===== src/fpp_params.svh =====
`ifndef FPP_PARAMS_SVH
`define FPP_PARAMS_SVH
`define FPP_DATA_W 8
`define FPP_LATCH_RESET 8'h00
`define FPP_COL_LSB 0
`define FPP_COL_W 3
`define FPP_DISP_LSB 2
`define FPP_DISP_W 6
`define FPP_ROW_LSB 4
`define FPP_ROW_W 4
`define FPP_SELFTEST_BIT 0
`define FPP_CALEN_BIT 1
`define FPP_FIXED_ONE_BIT 2
`define FPP_FIXED_ZERO_BIT 3
`define FPP_COLS 8
`endif


===== src/fpp_pkg.sv =====
package fpp_pkg;
  typedef logic [7:0] fpp_byte_t;
  typedef enum logic {fpp_sel_idle, fpp_sel_active} fpp_sel_t;
endpackage


===== src/fpp_col_decoder.sv =====
`timescale 1ns/1ps
`include "fpp_params.svh"
module fpp_col_decoder #(
  parameter int SEL_W = 3,
  parameter int COLS = 8
) (
  input wire logic [SEL_W-1:0] sel_i,
  output logic [COLS-1:0] col_n_o
);
  always_comb begin
    col_n_o = '1;
    col_n_o[sel_i] = 1'b0;
  end
endmodule


===== src/fpp_front_panel_port.sv =====
`timescale 1ns/1ps
`include "fpp_params.svh"
module fpp_front_panel_port #(
  parameter int DATA_W = `FPP_DATA_W,
  parameter int ROWS = `FPP_ROW_W,
  parameter int COLS = `FPP_COLS
) (
  input wire logic clock_i,
  input wire logic rst_i,
  input wire logic power_clear_n_i,
  input wire logic drive_latch_select_n_i,
  input wire logic sense_port_select_n_i,
  input wire logic [DATA_W-1:0] data_i,
  output logic [DATA_W-1:0] data_o,
  output logic [DATA_W-1:0] data_oe_n_o,
  output logic [`FPP_DISP_W-1:0] display_o,
  output logic [COLS-1:0] keypad_col_n_o,
  input wire logic [ROWS-1:0] keypad_row_n_i,
  input wire logic option_jumper_skip_test_i,
  input wire logic option_jumper_cal_lock_i
);
  localparam fpp_pkg::fpp_byte_t LATCH_RST = `FPP_LATCH_RESET;

  fpp_pkg::fpp_sel_t wr_sel, next_wr_sel;
  logic load_strobe;
  logic clear_now;
  fpp_pkg::fpp_byte_t latch, next_latch;
  logic [`FPP_DISP_W-1:0] disp_q, next_disp_q;
  logic [COLS-1:0] cols_n;
  logic [COLS-1:0] col_q, next_col_q;
  logic sense_on;
  logic [ROWS-1:0] row_level;
  logic self_test_req;
  logic cal_enable;
  logic [DATA_W-1:0] sense_word;
  wire [DATA_W-1:0] rd_data;
  wire [DATA_W-1:0] oe_n;

  // Select seen one cycle late, so edge is detected on its release
  always_comb begin
    next_wr_sel = fpp_pkg::fpp_sel_idle;
    if (!drive_latch_select_n_i) begin
      next_wr_sel = fpp_pkg::fpp_sel_active;
    end
  end

  always_ff @(posedge clock_i) begin
    if (rst_i) begin
      wr_sel <= fpp_pkg::fpp_sel_idle;
    end else begin
      wr_sel <= next_wr_sel;
    end
  end

  always_comb begin
    load_strobe = 1'b0;
    clear_now = !power_clear_n_i;
    unique case (wr_sel)
      fpp_pkg::fpp_sel_idle: begin
        load_strobe = 1'b0;
      end
      fpp_pkg::fpp_sel_active: begin
        load_strobe = drive_latch_select_n_i;
      end
    endcase
    next_latch = latch;
    if (load_strobe) begin
      next_latch = data_i;
    end
    if (clear_now) begin
      next_latch = `FPP_LATCH_RESET;
    end
  end

  always_ff @(posedge clock_i) begin
    if (rst_i) begin
      latch <= `FPP_LATCH_RESET;
    end else begin
      latch <= next_latch;
    end
  end

  // Own flops so the display pins never see the decoder's lag
  always_comb begin
    next_disp_q = next_latch[`FPP_DISP_LSB +: `FPP_DISP_W];
  end

  always_ff @(posedge clock_i) begin
    if (rst_i) begin
      disp_q <= LATCH_RST[`FPP_DISP_LSB +: `FPP_DISP_W];
    end else begin
      disp_q <= next_disp_q;
    end
  end

  fpp_col_decoder #(
    .SEL_W(`FPP_COL_W),
    .COLS(COLS)
  ) u_keypad_column_decoder (
    .sel_i(latch[`FPP_COL_LSB +: `FPP_COL_W]),
    .col_n_o(cols_n)
  );

  // Registered so outputs come straight from flops; one cycle extra lag
  always_comb begin
    next_col_q = cols_n;
  end

  always_ff @(posedge clock_i) begin
    if (rst_i) begin
      col_q <= {{(COLS-1){1'b1}}, 1'b0};
    end else begin
      col_q <= next_col_q;
    end
  end

  always_comb begin
    sense_on = !sense_port_select_n_i;
    row_level = keypad_row_n_i;
    self_test_req = !option_jumper_skip_test_i;
    cal_enable = !option_jumper_cal_lock_i;
    sense_word = '0;
    sense_word[`FPP_ROW_LSB +: `FPP_ROW_W] = row_level;
    sense_word[`FPP_SELFTEST_BIT] = self_test_req;
    sense_word[`FPP_CALEN_BIT] = cal_enable;
    sense_word[`FPP_FIXED_ONE_BIT] = 1'b1;
    sense_word[`FPP_FIXED_ZERO_BIT] = 1'b0;
  end

  // One data and one enable flop per bus lane
  for (genvar lane = 0; lane < DATA_W; lane++) begin : g_lane
    logic lane_d, next_lane_d;
    logic lane_oe_n, next_lane_oe_n;

    always_comb begin
      next_lane_d = sense_word[lane];
      next_lane_oe_n = !sense_on;
    end

    always_ff @(posedge clock_i) begin
      if (rst_i) begin
        lane_d <= 1'b0;
        lane_oe_n <= 1'b1;
      end else begin
        lane_d <= next_lane_d;
        lane_oe_n <= next_lane_oe_n;
      end
    end

    assign rd_data[lane] = lane_d;
    assign oe_n[lane] = lane_oe_n;
  end

  assign data_o = rd_data;
  assign data_oe_n_o = oe_n;
  assign display_o = disp_q;
  assign keypad_col_n_o = col_q;
endmodule


===== config.mk =====
export PLATFORM = sky130hd
export DESIGN_NAME = fpp_front_panel_port
export DESIGN_NICKNAME = d
export VERILOG_FILES = /design/src/fpp_pkg.sv /design/src/fpp_col_decoder.sv /design/src/fpp_front_panel_port.sv
export VERILOG_INCLUDE_DIRS = /design/src
export SDC_FILE = /design/constraint.sdc
export NUM_CORES = 1
export LEC_CHECK = 0
export BUFFER_PORTS_ARGS = -buffer_cell sky130_fd_sc_hd__buf_2
export CAP_MARGIN = 20
export CORE_MARGIN = 8
export CORE_UTILIZATION = 35
export DETAILED_ROUTE_END_ITERATION = 8
export MAX_ROUTING_LAYER = met4
export PLACE_DENSITY = 0.65
export SLEW_MARGIN = 20
export SYNTH_ARGS = -nofsm -noshare
export SYNTH_HDL_FRONTEND = slang
export SYNTH_SLANG_ARGS = --single-unit

===== constraint.sdc =====
create_clock -name clock_i -period 1.9 [get_ports clock_i]
set_input_delay 0.38 -clock clock_i [delete_from_list [all_inputs] [get_ports clock_i]]
set_output_delay 0.38 -clock clock_i [all_outputs]
set_load 0.02 [all_outputs]

Word level (Yosys, flattened, before mapping)
Index checks and enable logic that the tools add are counted.
- bits in registers: 25
- bits in latches: 0
- memory bits (writable): 0
- bits in read-only memories: 0
- bits of input ports: 19
- output and inout port bits: 30
- word-level logic and storage cells: 26
- memories kept: 0
- add/subtract/negate cells: 0
- multipliers: 0
- divide/modulo/power cells: 0
- magnitude comparators: 2
- equality and inequality tests: 0
- shift-type cells: 0
- muxes and demuxes: 5
- bitwise gates (word level): 3
- reduce and logical (&&, ||, !) cells: 4
- operators with widths (cell ; number):
    $not A8 Y8 ; 1
    $lt A3 B4 Y1 const B ; 1
    $demux W1 S3 ; 1
    $ge A3 B1 Y1 const B ; 1
    $mux W1 ; 3
    $logic_not A1 Y1 ; 2
    $not A1 Y1 ; 2
    $pmux W1 S2 ; 1
    $reduce_or A2 Y1 ; 1
    $logic_and A1 B1 Y1 ; 1

Longest topological paths before layout
- depth after elaboration: 5
- gate-level depth with buffers: 4
- gate-level depth less buffers: 2

Modules after synthesis
A second synthesis with hierarchy kept.
- cells, all modules: 104
- area, all modules: 1054.8 µm²
- by module, submodules not included (module ; instances ; cells an instance ; area each (µm²) ; sequential area each (µm²)):
    fpp_front_panel_port ; 1 ; 96 ; 994.7 ; 500.5
    fpp_col_decoder ; 1 ; 8 ; 60.1 ; 0.0

Least setup slack after synthesis
Ideal clock, no wire load.
- path type: in2reg
- start: input port drive_latch_select_n_i
- end: register latch[1]
- setup time: 66 ps
- data arrival time: 922 ps
- required time: 1834 ps
- slack: 912 ps
- stages: 4
- path buffers: 2
- cells stage by stage: buf_4 > buf_6 > a21bo_1 > a21oi_2
- cells in the longest elaborated chain, start to end: 1
- ends and longest elaborated chain (what ; RTL line ; source):
    start: declaration ; fpp_front_panel_port.sv:11 ; input wire logic drive_latch_select_n_i,
    $pmux W1 S2 ; fpp_front_panel_port.sv:58 ; unique case (wr_sel)
    end signal: assignment ; fpp_front_panel_port.sv:77 ; latch <= `FPP_LATCH_RESET;
    end signal: assignment ; fpp_front_panel_port.sv:79 ; latch <= next_latch;
    end: declaration ; fpp_front_panel_port.sv:27 ; fpp_pkg::fpp_byte_t latch, next_latch;
Every way passes these cells.
A chain may end at the register's enable or synchronous reset.

==> impl_metrics.yaml <==
critical_path:
  r2r-end: "latch[5]"
  crit_chain: "buf_2"
  critical_path_required_ps: 1520
  critPathMaxStageDelay_ps: 480
  crit_family: "flip-flops"
  criticalPathCategory: "flip-flop to output port"
  reg2reg_depth: 2
  crit_arrival_ps: 1000
  cp_max_fo: 8
  r2r_slack_ps: 840
  cp-start-kind: "flip-flop"
  rr_startpoint: "wr_sel"
  end_kind: "output port"
  path_buf_inv: 1
  slowest_stage: "dfxtp_1"
global_route:
  grt_pass1_vias: 699
  grt_pass1_wl_mm: 3.20
  grt_max_degree: 18
  grt-ovfl-total: 0
  gr-usage-all-layers_pct: 8.12
  antenna_found_initial: 0
placement:
  dpl.hpwl_mm: 1.51
  io_buffers: 47
  gp_congestion: 0.747
sta:
  max_freq_mhz: 726
  relSlewSlack_pct: 64.9
  slew_violations: 0
  tightest_slew_ps: 525
  fin_worst_skew_ps: 1.86
  fin_setup_tns_ps: 0
  hold_violations: 0
  layout_worst_path_cycle_share_pct: 72.5
  finalSetupViolCount: 0
  rsz0062_at_grt: "false"
  fin_crit_ps: 1380
detailed_routing:
  routed_via_density: 4.35
  detail-route-antenna-nets: 0
  drc_errors: 0
  wl_met2_um: 857
  routed.top_layer: "met4"
  wl_per_cell_um: 12.3
  drtPass1Iterations: 4
  wl_met1_um: 853
  dr_wl_met3_um: 191
  vias: 679
  wl_mm: 1.92
  drt_iter0_drc: 20
clock_network:
  ctsHtreeMaxLevel: 1
  cts_tree: "built"
  clkTransAtPathRegs_ps: 130
  clock_path_buffers: 2
  numCtsBuffers: 3
  cts_sinks: 25
  post_cts_buffers: 0
  postCtsHoldBufs: 0
  cts_resized: 0
  cts-root-buf: "clkbuf_4"
  clk_latency_ps: 300
cells_and_area:
  fill_cells: 280
  nets: 145
  drive_gt1_share_pct: 48.0
  antenna_cells: 0
  final_cell_mix: "buf_2 (47), dfxtp_1 (25), nand3_1 (10), nor2b_1 (7)"
  final_util_pct: 39.5
  syn2layout_area_growth_pct: 8.07
  final_common_cell: "buf_2"
power_and_ir_drop:
  netSwitchingFraction_pct: 24.6
  p_clk_share_pct: 26.1
  peakVddDrop_mv: 0.460
  comb_power_share_pct: 10.5
  seqPwrFrac_pct: 63.4
  p_leak_nw: 0.492
  power_density_nw_per_um2: 792
  switchingPower_w: 0.000212
  internal_power_w: 0.000651
synth:
  yosysWarnings: 0
  avgSynthCellArea_um2: 9.89
  synth_cells: 102
  synth_ff_type: "dfxtp_1"
  synth.net_count: 121
  yosysSeqAreaShare_pct: 49.6
  synth-seq-cells: 25
  synthArstFlopShare_pct: 0
  synth_area_um2: 1010
  ys_types: 19
  synth-edff-count: 0
hold_path:
  holdPathStages: 2
  hold_path.class: "input port to flip-flop"
  min-delay-start: "option_jumper_cal_lock_i"
  hold_end: "g_lane[1].lane_d"
outcome:
  status: "finished, final reports clean"
floorplan:
  die_x_um: 69.7
  initial_core_util_pct: 36.6
  ios: 49
  die_h_um: 69.7
  die-area_um2: 4860
  core-area_um2: 2760
  rows: 19
job:
  maxCapViolCount: 0
## synthesized netlist by cell type (2+ instances only)
| cell | instances | area share (%) |
|---|---|---|
| nor2_1 | 6 | 2.2 |
| a21bo_2 | 6 | 6.0 |
| dfxtp_1 | 25 | 50 |
| buf_6 | 2 | 2.2 |
| buf_4 | 23 | 17 |
| a21oi_1 | 6 | 3.0 |
| nand3_1 | 10 | 5.0 |
| a21bo_1 | 2 | 2.0 |
| nor2b_1 | 7 | 4.3 |
| a21oi_2 | 2 | 1.7 |
| nand2_1 | 5 | 1.9 |
## final cells by class
cell class	instances	area, um2	share of cell area (%)
Clock inverter	1	5.00	0.459
Sequential cell	25	500	45.9
Clock buffer	3	22.5	2.07
Tap cell	31	38.8	3.56
Inverter	1	3.75	0.344
Timing Repair Buffer	47	235	21.6
Multi-Input combinational cell	48	284	26.1
## state kept, by name, summed over array words and instances (netlist names)
name / flops
keypad_col_n_o: 8
latch: 8
g_lane.lane_d: 7
g_lane.lane_oe_n: 1
wr_sel: 1
## stage by stage
stage / setup WS (ps) / cells / power (W) / hold slack, ps / cell area (um2)
finish: 523 / 156 / 0.000864 / 208 / 1090
global route: 454 / 156 / 0.000906 / 197 / 1090
CTS: 508 / 156 / 0.000877 / 199 / 1090
detailed placement: 726 / 152 / 0.000651 / 462 / 1060
global placement: 776 / 152 / 0.000649 / 449 / 1060
floorplan: 912 / 102 / 0.000646 / 422 / 1010
## power by group through the flow
stage	Combinational [W]	Sequential, W	Clock, W
after global placement	0.0000907	0.000558	0
after detailed placement	0.0000919	0.000559	0
after floorplan	0.0000901	0.000556	0
after CTS	0.0000922	0.000548	0.000237
after global routing	0.000100	0.000550	0.000255
final	0.0000908	0.000547	0.000225
## metal layers
| metal | global-route usage (%) | vias to the layer above |
|---|---|---|
| li1 | - | 351 |
| met1 | 8.97 | 291 |
| met2 | 12.5 | 35 |
| met3 | 3.58 | 2 |
| met4 | 3.35 | 0 |
| met5 | - | - |
## cells by family (layout without fill, tap and decap cells)
family | after synthesis | in the layout | synth area share (%)
simple gates | 31 | 31 | 15.1
buf+inv | 29 | 52 | 22.2
flops | 25 | 25 | 49.6
compound gates | 16 | 16 | 12.7
other cells | 1 | 1 | 0.372
## worst max-delay path by stage
stage | from | endpoint | slack [ps] | cells after the start
2_1_floorplan | drive_latch_select_n_i | latch[1] | 910 | 4
3_3_place_gp | rst_i | latch[2] | 780 | 3
3_5_place_dp | rst_i | latch[3] | 730 | 3
4_1_cts | latch[2] | display_o[0] | 510 | 1
5_1_grt | latch[2] | display_o[0] | 450 | 1
6_report | latch[2] | display_o[0] | 520 | 1
(Power assumes the default switching activity.)
